[config.mk]
export PLATFORM = sky130hd
export DESIGN_NAME = ppom_top
export DESIGN_NICKNAME = d
export VERILOG_FILES = /design/src/inc/ppom_pkg.sv /design/src/hdl/ppom_top.sv
export VERILOG_INCLUDE_DIRS = /design/src /design/src/inc
export SDC_FILE = /design/constraint.sdc
export NUM_CORES = 1
export LEC_CHECK = 0
export ABC_AREA = 0
export BUFFER_PORTS_ARGS = -buffer_cell sky130_fd_sc_hd__buf_2
export CAP_MARGIN = 20
export CORE_ASPECT_RATIO = 1.1
export CORE_MARGIN = 5
export CORE_UTILIZATION = 58
export CTS_BUF_LIST = sky130_fd_sc_hd__clkbuf_8 sky130_fd_sc_hd__clkbuf_16
export DETAILED_ROUTE_END_ITERATION = 16
export PLACE_DENSITY = 0.85
export SYNTH_ARGS = -nofsm -noshare
export SYNTH_HDL_FRONTEND = slang
export SYNTH_SLANG_ARGS = --single-unit
export TNS_END_PERCENT = 30
[constraint.sdc]
create_clock -name clk -period 3.35 [get_ports clk]
set_input_delay 0 -clock clk [delete_from_list [all_inputs] [get_ports clk]]
set_output_delay 0 -clock clk [all_outputs]
set_load 0.01 [all_outputs]
[src/inc/ppom_params.svh]
`ifndef PPOM_PARAMS_SVH
`define PPOM_PARAMS_SVH

// Register offsets
`define PPOM_ADR_A_IN 8'h00
`define PPOM_ADR_A_DIR 8'h01
`define PPOM_ADR_A_DATA 8'h02
`define PPOM_ADR_B_IN 8'h03
`define PPOM_ADR_B_DIR 8'h04
`define PPOM_ADR_B_DATA 8'h05
`define PPOM_ADR_C_DIR 8'h07
`define PPOM_ADR_C_DATA 8'h08
`define PPOM_ADR_CTRL 8'h10
`define PPOM_ADR_PCMASK 8'h11
`define PPOM_ADR_ISTAT 8'h12
`define PPOM_ADR_IMASK 8'h13
`define PPOM_DS_OFS 8'h20

// Reset values
`define PPOM_RST_BYTE 8'h00

// Control fields
`define PPOM_PU_OFF_BIT 4
`define PPOM_PCGRP_BIT 0

// Port D alternate function bit positions
`define PPOM_PD_T2_CMPA 7
`define PPOM_PD_T2_CMPB 6
`define PPOM_PD_ICP 6
`define PPOM_PD_T1_CMPA 5
`define PPOM_PD_T1_CMPB 4
`define PPOM_PD_XCK 4
`define PPOM_PD_S2_TX 3
`define PPOM_PD_IRQ1 3
`define PPOM_PD_S2_RX 2
`define PPOM_PD_IRQ0 2
`define PPOM_PD_S1_TX 1
`define PPOM_PD_S1_RX 0
`define PPOM_PD_CNT3 0

`endif

[src/inc/ppom_pkg.sv]
package ppom_pkg;

  typedef struct packed {
    logic [7:0] dir_a;
    logic [7:0] data_a;
    logic [7:0] in_a;
    logic [7:0] dir_b;
    logic [7:0] data_b;
    logic [7:0] in_b;
    logic [7:0] dir_c;
    logic [7:0] data_c;
    logic [7:0] in_d;
    logic [7:0] ctrl;
    logic [7:0] pcmask;
    logic [7:0] istat;
    logic [7:0] imask;
    logic [7:0] rdata;
    logic irq;
    logic [7:0] out_a;
    logic [7:0] oe_a;
    logic [7:0] pu_a;
    logic [7:0] out_b;
    logic [7:0] oe_b;
    logic [7:0] pu_b;
    logic [7:0] out_c;
    logic [7:0] oe_c;
    logic [7:0] pu_c;
    logic [7:0] out_d;
    logic [7:0] oe_d;
    logic [7:0] pu_d;
    logic [7:0] din_keep;
    logic [7:0] pc_src;
    logic capture;
    logic s2_rx;
    logic s1_rx;
    logic s2_clk;
    logic irq0_in;
    logic irq1_in;
    logic cnt3_in;
  } ppom_state_t;

endpackage

[src/hdl/ppom_top.sv]
// The implementer's own choice: the plain strobed port.
`timescale 1ns/1ps
`include "ppom_params.svh"

// What this block does
// - Timer2 compare B drives port D bit 6 only when its direction is output
// - Timer1 compare A drives port D bit 5 only when its direction is output
// - Timer1 compare B drives port D bit 4 only when its direction is output
// - Active compare enable replaces port D bits 7..4 output value with waveform
// - Port D bit 6 input feeds timer1 capture and pin change logic
// - Port D bit 4 direction selects serial2 clock out or in
// - Serial2 clock on port D bit 4 works only in synchronous mode
// - Serial2 transmit forces bit 3 output, no pull-up, transmit data
// - Serial1 transmit forces bit 1 output, no pull-up, transmit data
// - Serial2 receive forces bit 2 input; pull-up from data bit and disable
// - Serial1 receive forces bit 0 input; pull-up from data bit and disable
// - Bits 3 and 2 feed external interrupts one and zero, inputs kept on
// - Port D bit 0 is the timer3 count input
// - Each port D pin is a pin change source, input kept when enabled
// - Pull-up disable bit turns off every port pull-up
// - Data registers 8 bits, reset zero, at I/O and I/O plus 0x20
// - Direction registers 8 bits, reset zero, all pins start input
// - Input registers show sampled pin levels, reset zero
module ppom_top #(
  parameter int PORT_W = 8
) (
  input wire logic clk,
  input wire logic rst_n,
  input wire logic [7:0] reg_addr,
  input wire logic [7:0] reg_wdata,
  input wire logic reg_wr,
  input wire logic reg_rd,
  output logic [7:0] reg_rdata,
  output logic irq,
  input wire logic [7:0] pa_in,
  output logic [7:0] pa_out,
  output logic [7:0] pa_oe,
  output logic [7:0] pa_pullup,
  input wire logic [7:0] pb_in,
  output logic [7:0] pb_out,
  output logic [7:0] pb_oe,
  output logic [7:0] pb_pullup,
  output logic [7:0] pc_out,
  output logic [7:0] pc_oe,
  output logic [7:0] pc_pullup,
  input wire logic [7:0] pd_in,
  output logic [7:0] pd_out,
  output logic [7:0] pd_oe,
  output logic [7:0] pd_pullup,
  input wire logic [7:0] portd_dir,
  input wire logic [7:0] portd_data,
  input wire logic timer2_compare_a_en,
  input wire logic timer2_compare_a_wave,
  input wire logic timer2_compare_b_en,
  input wire logic timer2_compare_b_wave,
  input wire logic timer1_compare_a_en,
  input wire logic timer1_compare_a_wave,
  input wire logic timer1_compare_b_en,
  input wire logic timer1_compare_b_wave,
  input wire logic serial2_sync_mode,
  input wire logic serial2_clock_drive,
  input wire logic serial2_tx_enable,
  input wire logic serial2_tx_line,
  input wire logic serial2_rx_enable,
  input wire logic serial1_tx_enable,
  input wire logic serial1_tx_line,
  input wire logic serial1_rx_enable,
  input wire logic ext_irq_zero_en,
  input wire logic ext_irq_one_en,
  output logic timer1_capture_input,
  output logic serial2_rx_line,
  output logic serial1_rx_line,
  output logic serial2_ext_clock,
  output logic ext_irq_zero,
  output logic ext_irq_one,
  output logic timer3_count_input,
  output logic [7:0] pin_change_src,
  output logic [7:0] portd_input_keep
);

  if (PORT_W != 8) begin : g_width_check
    $error("ppom_top serves 8-bit ports only");
  end

  ppom_pkg::ppom_state_t st;
  ppom_pkg::ppom_state_t next_st;

  function automatic logic hit(input logic [7:0] a, input logic [7:0] io);
    return (a == io) || (a == 8'(io + `PPOM_DS_OFS));
  endfunction

  always_comb begin
    logic [7:0] pullup_override_enable;
    logic [7:0] pullup_override_value;
    logic [7:0] direction_override_enable;
    logic [7:0] direction_override_value;
    logic [7:0] value_override_enable;
    logic [7:0] value_override_value;
    logic [7:0] input_enable_override_enable;
    logic [7:0] dir_eff;
    logic [7:0] ev;
    logic [7:0] clr;
    logic pullup_disable_all;
    pullup_override_enable = 8'h00;
    pullup_override_value = 8'h00;
    direction_override_enable = 8'h00;
    direction_override_value = 8'h00;
    value_override_enable = 8'h00;
    value_override_value = 8'h00;
    input_enable_override_enable = 8'h00;
    dir_eff = 8'h00;
    ev = 8'h00;
    clr = 8'h00;
    next_st = st;
    pullup_disable_all = st.ctrl[`PPOM_PU_OFF_BIT];

    if (reg_wr && hit(reg_addr, `PPOM_ADR_A_DATA)) begin
      next_st.data_a = reg_wdata;
    end
    if (reg_wr && hit(reg_addr, `PPOM_ADR_B_DATA)) begin
      next_st.data_b = reg_wdata;
    end
    if (reg_wr && hit(reg_addr, `PPOM_ADR_C_DATA)) begin
      next_st.data_c = reg_wdata;
    end
    if (reg_wr && hit(reg_addr, `PPOM_ADR_A_DIR)) begin
      next_st.dir_a = reg_wdata;
    end
    if (reg_wr && hit(reg_addr, `PPOM_ADR_B_DIR)) begin
      next_st.dir_b = reg_wdata;
    end
    if (reg_wr && hit(reg_addr, `PPOM_ADR_C_DIR)) begin
      next_st.dir_c = reg_wdata;
    end
    if (reg_wr && reg_addr == `PPOM_ADR_CTRL) begin
      next_st.ctrl = reg_wdata;
    end
    if (reg_wr && reg_addr == `PPOM_ADR_PCMASK) begin
      next_st.pcmask = reg_wdata;
    end
    if (reg_wr && reg_addr == `PPOM_ADR_IMASK) begin
      next_st.imask = reg_wdata;
    end
    if (reg_wr && reg_addr == `PPOM_ADR_ISTAT) begin
      clr = reg_wdata;
    end

    // Read data stands only in the cycle after the strobe
    next_st.rdata = 8'h00;
    if (reg_rd) begin
      if (hit(reg_addr, `PPOM_ADR_A_IN)) begin
        next_st.rdata = st.in_a;
      end else if (hit(reg_addr, `PPOM_ADR_A_DIR)) begin
        next_st.rdata = st.dir_a;
      end else if (hit(reg_addr, `PPOM_ADR_A_DATA)) begin
        next_st.rdata = st.data_a;
      end else if (hit(reg_addr, `PPOM_ADR_B_IN)) begin
        next_st.rdata = st.in_b;
      end else if (hit(reg_addr, `PPOM_ADR_B_DIR)) begin
        next_st.rdata = st.dir_b;
      end else if (hit(reg_addr, `PPOM_ADR_B_DATA)) begin
        next_st.rdata = st.data_b;
      end else if (hit(reg_addr, `PPOM_ADR_C_DIR)) begin
        next_st.rdata = st.dir_c;
      end else if (hit(reg_addr, `PPOM_ADR_C_DATA)) begin
        next_st.rdata = st.data_c;
      end else if (reg_addr == `PPOM_ADR_CTRL) begin
        next_st.rdata = st.ctrl;
      end else if (reg_addr == `PPOM_ADR_PCMASK) begin
        next_st.rdata = st.pcmask;
      end else if (reg_addr == `PPOM_ADR_ISTAT) begin
        next_st.rdata = st.istat;
      end else if (reg_addr == `PPOM_ADR_IMASK) begin
        next_st.rdata = st.imask;
      end
    end

    next_st.in_a = pa_in;
    next_st.in_b = pb_in;
    next_st.in_d = pd_in;

    // Ports A to C: plain register control
    // global pull-up disable
    next_st.out_a = st.data_a;
    next_st.oe_a = st.dir_a;
    next_st.pu_a = st.data_a & ~st.dir_a & {8{~pullup_disable_all}};
    next_st.out_b = st.data_b;
    next_st.oe_b = st.dir_b;
    next_st.pu_b = st.data_b & ~st.dir_b & {8{~pullup_disable_all}};
    next_st.out_c = st.data_c;
    next_st.oe_c = st.dir_c;
    next_st.pu_c = st.data_c & ~st.dir_c & {8{~pullup_disable_all}};

    // compare outputs replace the value only, never the direction
    // timer2 compare B on bit 6
    // timer1 compare A on bit 5
    // timer1 compare B on bit 4
    value_override_enable[`PPOM_PD_T2_CMPA] = timer2_compare_a_en;
    value_override_value[`PPOM_PD_T2_CMPA] = timer2_compare_a_wave;
    value_override_enable[`PPOM_PD_T2_CMPB] = timer2_compare_b_en;
    value_override_value[`PPOM_PD_T2_CMPB] = timer2_compare_b_wave;
    value_override_enable[`PPOM_PD_T1_CMPA] = timer1_compare_a_en;
    value_override_value[`PPOM_PD_T1_CMPA] = timer1_compare_a_wave;
    // serial2 clock driven out when synchronous and output, unless timer1 compare B is enabled
    if (timer1_compare_b_en) begin
      value_override_enable[`PPOM_PD_T1_CMPB] = 1'b1;
      value_override_value[`PPOM_PD_T1_CMPB] = timer1_compare_b_wave;
    end else if (serial2_sync_mode && portd_dir[`PPOM_PD_XCK]) begin
      value_override_enable[`PPOM_PD_XCK] = 1'b1;
      value_override_value[`PPOM_PD_XCK] = serial2_clock_drive;
    end
    if (serial2_tx_enable) begin
      pullup_override_enable[`PPOM_PD_S2_TX] = 1'b1;
      direction_override_enable[`PPOM_PD_S2_TX] = 1'b1;
      direction_override_value[`PPOM_PD_S2_TX] = 1'b1;
      value_override_enable[`PPOM_PD_S2_TX] = 1'b1;
      value_override_value[`PPOM_PD_S2_TX] = serial2_tx_line;
    end
    if (serial2_rx_enable) begin
      pullup_override_enable[`PPOM_PD_S2_RX] = 1'b1;
      pullup_override_value[`PPOM_PD_S2_RX] = portd_data[`PPOM_PD_S2_RX] & ~pullup_disable_all;
      direction_override_enable[`PPOM_PD_S2_RX] = 1'b1;
    end
    if (serial1_tx_enable) begin
      pullup_override_enable[`PPOM_PD_S1_TX] = 1'b1;
      direction_override_enable[`PPOM_PD_S1_TX] = 1'b1;
      direction_override_value[`PPOM_PD_S1_TX] = 1'b1;
      value_override_enable[`PPOM_PD_S1_TX] = 1'b1;
      value_override_value[`PPOM_PD_S1_TX] = serial1_tx_line;
    end
    if (serial1_rx_enable) begin
      pullup_override_enable[`PPOM_PD_S1_RX] = 1'b1;
      pullup_override_value[`PPOM_PD_S1_RX] = portd_data[`PPOM_PD_S1_RX] & ~pullup_disable_all;
      direction_override_enable[`PPOM_PD_S1_RX] = 1'b1;
    end

    // per-pin mask with group enable keeps inputs on
    input_enable_override_enable = st.pcmask & {8{st.ctrl[`PPOM_PCGRP_BIT]}};
    input_enable_override_enable[`PPOM_PD_IRQ1] =
      input_enable_override_enable[`PPOM_PD_IRQ1] | ext_irq_one_en;
    input_enable_override_enable[`PPOM_PD_IRQ0] =
      input_enable_override_enable[`PPOM_PD_IRQ0] | ext_irq_zero_en;
    next_st.din_keep = input_enable_override_enable;

    for (int i = 0; i < 8; i++) begin
      dir_eff[i] = direction_override_enable[i] ? direction_override_value[i] : portd_dir[i];
      next_st.oe_d[i] = dir_eff[i];
      next_st.out_d[i] = value_override_enable[i] ? value_override_value[i] : portd_data[i];
      next_st.pu_d[i] = pullup_override_enable[i] ? pullup_override_value[i] :
        (portd_data[i] & ~portd_dir[i] & ~pullup_disable_all);
    end

    // Alternate inputs from sampled port D levels
    // capture input on bit 6
    next_st.capture = st.in_d[`PPOM_PD_ICP];
    next_st.s2_rx = st.in_d[`PPOM_PD_S2_RX];
    next_st.s1_rx = st.in_d[`PPOM_PD_S1_RX];
    // clock taken in when synchronous and input
    next_st.s2_clk = serial2_sync_mode & ~portd_dir[`PPOM_PD_XCK] & st.in_d[`PPOM_PD_XCK];
    next_st.irq1_in = st.in_d[`PPOM_PD_IRQ1];
    next_st.irq0_in = st.in_d[`PPOM_PD_IRQ0];
    next_st.cnt3_in = st.in_d[`PPOM_PD_CNT3];
    next_st.pc_src = st.in_d;

    // Pin change events set sticky status; set wins over clear
    // only masked pins of an enabled group raise status
    ev = (st.in_d ^ pd_in) & st.pcmask & {8{st.ctrl[`PPOM_PCGRP_BIT]}};
    next_st.istat = (st.istat & ~clr) | ev;
    next_st.irq = |(next_st.istat & next_st.imask);
  end

  always_ff @(posedge clk or negedge rst_n) begin
    if (!rst_n) begin
      st <= '0;
    end else begin
      st <= next_st;
    end
  end

  assign reg_rdata = st.rdata;
  assign irq = st.irq;
  assign pa_out = st.out_a;
  assign pa_oe = st.oe_a;
  assign pa_pullup = st.pu_a;
  assign pb_out = st.out_b;
  assign pb_oe = st.oe_b;
  assign pb_pullup = st.pu_b;
  assign pc_out = st.out_c;
  assign pc_oe = st.oe_c;
  assign pc_pullup = st.pu_c;
  assign pd_out = st.out_d;
  assign pd_oe = st.oe_d;
  assign pd_pullup = st.pu_d;
  assign timer1_capture_input = st.capture;
  assign serial2_rx_line = st.s2_rx;
  assign serial1_rx_line = st.s1_rx;
  assign serial2_ext_clock = st.s2_clk;
  assign ext_irq_zero = st.irq0_in;
  assign ext_irq_one = st.irq1_in;
  assign timer3_count_input = st.cnt3_in;
  assign pin_change_src = st.pc_src;
  assign portd_input_keep = st.din_keep;
endmodule

==> summary.txt <==
DRT Pass-1 Iters: 5
Worst slack, placed: 0.882 ns
CTS root buffer: clkbuf_16
Clock Latency Late Sink: 0.50 ns
Largest net degree at the start of global routing: 124
Hold WS: 0.0612 ns
Mapped cell area: 9270 µm²
Seq/Total Area, Yosys: 61.0%
Routability cong.: 0.956
Crit Path Category: in2reg
Fin crit share: 62.2%
P_int: 4.55 mW
Critical Path End Type: register
CTS clk-pin slew, worst paths: 0.06 ns
Worst Hold Class: in2reg
Postcts setup bufs: 0
Mapped Nets: 774
R2R Path Start: st[147]
Sw Share: 23.5%
Post-synth top cells: 226 x dfrtp_1, 125 x buf_4, 68 x mux2_2
Antenna cells: 0
Multi-input gate area: 2550 µm²
Initial antenna violation count: 1
RSZ-0062 raised after global routing: no
Hold endpoint: reg_rdata[0]
Port Buf Inserts: 205
Detailed Route WL: 22.8 mm
Status: completed
Fin nets: 926
R2R Setup Slk: 1.85 ns
Distinct cells, synth: 56
Setup violations, final: 0
CP Max Fanout: 38
Max Slew Vio Count: 0
Seq. cell area: 5660 µm²
Logic gate share of total power: 9.5%
Clock network fraction of total power: 39.7%
Core Region: 15700 µm²
CTS Hold Bufs: 69
Startpoint Class: input pin
Worst Skew: 0.00778 ns
Hold depth: 4
Seq pwr share: 50.7%
Starting Density: 59.2%
Min cycle time layout: 2.08 ns
Iteration-0 DRC Markers: 502
Post-synth top area share: 61.0%
Die Wd: 131 µm
Worst EP arrival: 2.44 ns
Data required time of the critical path: 3.71 ns
Fin cells: 1060
CTS tree: done
Total chip power: 5.94 mW
Routed Antenna Nets: 0
Slew @ Worst Pin: 0.900 ns
Switching power: 1.40 mW
Critical path cell sequence: buf_2 > and2_1 > and4_1 > mux2_1 > a22oi_1 > nand4_1
Die span in y: 143 µm
FF+latch count, synth: 226
Mean Syn Cell Area: 13.3 µm²
Mapped Cells: 696
Rows: 48
Worst Slack Setup Final: 1.27 ns
Total GRT Usage: 24.5%
Ys async rst share: 100%
Cell total after placement: 955
Post-synth top area cell: dfrtp_1
Total number of vias: 5942
Pleak: 5.59 nW
DRC Markers: 0
Max incr delay on CP: 0.66 ns
YS warnings: 0
CP max stage cell: buf_2
Min-delay src: reg_addr[3]
Area delta synth->final: 18.0%
H-tree level count: 1
Clk sinks: 226
Pwr Density: 543 nW/µm²
Fmax: 0.480 GHz
Cells on worst reg2reg path: 5
Cts bufs inserted: 22
Congestion Overflow GR: 0
Global-route wire length before repair: 35.5 mm
Max clock buf depth: 3
Relative slew slack: 40.0%
Setup tns final: 0 ns
Post-synth EDFFs: 0
DP HPWL: 14.9 mm
# fillers: 1055
Layout Utilization: 69.8%
Vias per cell: 5.61
Design area: 10900 µm²
IO Pins: 206
Cell with the most instances after synthesis: dfrtp_1
Layout cells sized above 1: 37.4%
Reg2reg end: reg_rdata[3]
Final-report hold violation count: 0
Synth Flop Type: dfrtp_1
Top post-synthesis cells by area: dfrtp_1 61%, buf_4 10%, mux2_2 8.3%, nor3b_1 2.5%, mux2i_1 1.9%
Max-cap violations: 0
Post-CTS resize count: 0
Drt wl/cell: 21.5 µm
Full die area: 18600 µm²
Placed Area: 9560 µm²
Worst vdd ir: 0.409 mV
Vias in the first global route: 6413
==> logic make-up (layout without fill, tap and decap cells) <==
group                     after synthesis  count (layout)  synth area share (%)
muxes                                  97              97                  11.7
buffers and inverters                 156             320                  11.5
DFF                                   226             226                  61.0
and+or+nand+nor                       135             135                  8.97
AOI/OAI and AO/OA                      74              74                  6.10
xor gates and xnor gates                8               8                 0.756
==> cell usage in the layout (no fill, tap or decap), types with 8 or more instances in the layout <==
master         synthesis  layout
dfrtp_1              226     226
buf_2                 11     204
dlygate4sd3_1          0      69
mux2_2                68      68
nor3b_1               31      31
nand2_1               25      25
clkbuf_16              0      23
mux2i_1               18      18
nor2_1                16      16
nand4_1               11      11
mux2_1                10      10
o21ai_0                9       9
and2_1                 8       8
xor2_1                 8       8
a22o_1                 8       8
inv_1                  4       8
nand3_1                8       8
a22oi_1                8       8
==> cell type report <==
class                   count  share of cell area [%]
flip-flops and latches    226                    51.7
multi-input cells         314                    23.3
repair buffers            280                    16.3
clock buffers              26                    5.64
well taps                 200                    2.29
clock inverters            10                   0.663
inverters                   4                   0.137
==> worst max-delay path: cells and delay by family <==
family                 cells  cell delay, ns
AO/OA/AOI/OAI              1            0.25
buffers and inverters      1            0.66
multiplexers               1            0.39
AND/OR/NAND/NOR            3            1.14
==> power by group through the flow <==
stage	combinational, mW	clock [mW]	sequential, mW
6_report	0.567	2.36	3.02
5_1_grt	0.620	2.52	3.03
4_1_cts	0.571	2.39	3.01
3_5_place_dp	0.500	0	3.06
3_3_place_gp	0.485	0	3.06
2_1_floorplan	0.377	0	3.02
==> sequential cells by signal, summed over array words and instances, names as in the netlist <==
signal,count
pa_oe,8
pb_oe,8
st,48
pb_pullup,8
portd_input_keep,8
pa_pullup,8
pa_out,8
irq,1
pd_out,8
pin_change_src,8
next_st,56
pd_oe,8
pc_oe,8
serial2_ext_clock,1
pc_pullup,8
pb_out,8
pc_out,8
reg_rdata,8
pd_pullup,8
==> how the worst max path moves through the flow <==
stage | startpoint | end | slack (ns) | cells after the start
after global placement | reg_addr[1] | irq | 0.98 | 6
final | reg_addr[1] | irq | 1.27 | 6
after floorplan | reg_addr[2] | irq | 1.80 | 7
after CTS | reg_addr[1] | irq | 1.33 | 6
after detailed placement | reg_addr[1] | irq | 0.88 | 6
after global routing | reg_addr[1] | irq | 1.19 | 6
==> routing by layer <==
layer	vias up	global-route usage, %	wire, µm
li1	2627	-	-
met1	2982	30.6	8400
met2	264	43.0	12000
met3	67	4.04	1460
met4	2	8.99	859
met5	-	0	7
Note: power is estimated with default switching activity, not from simulation.
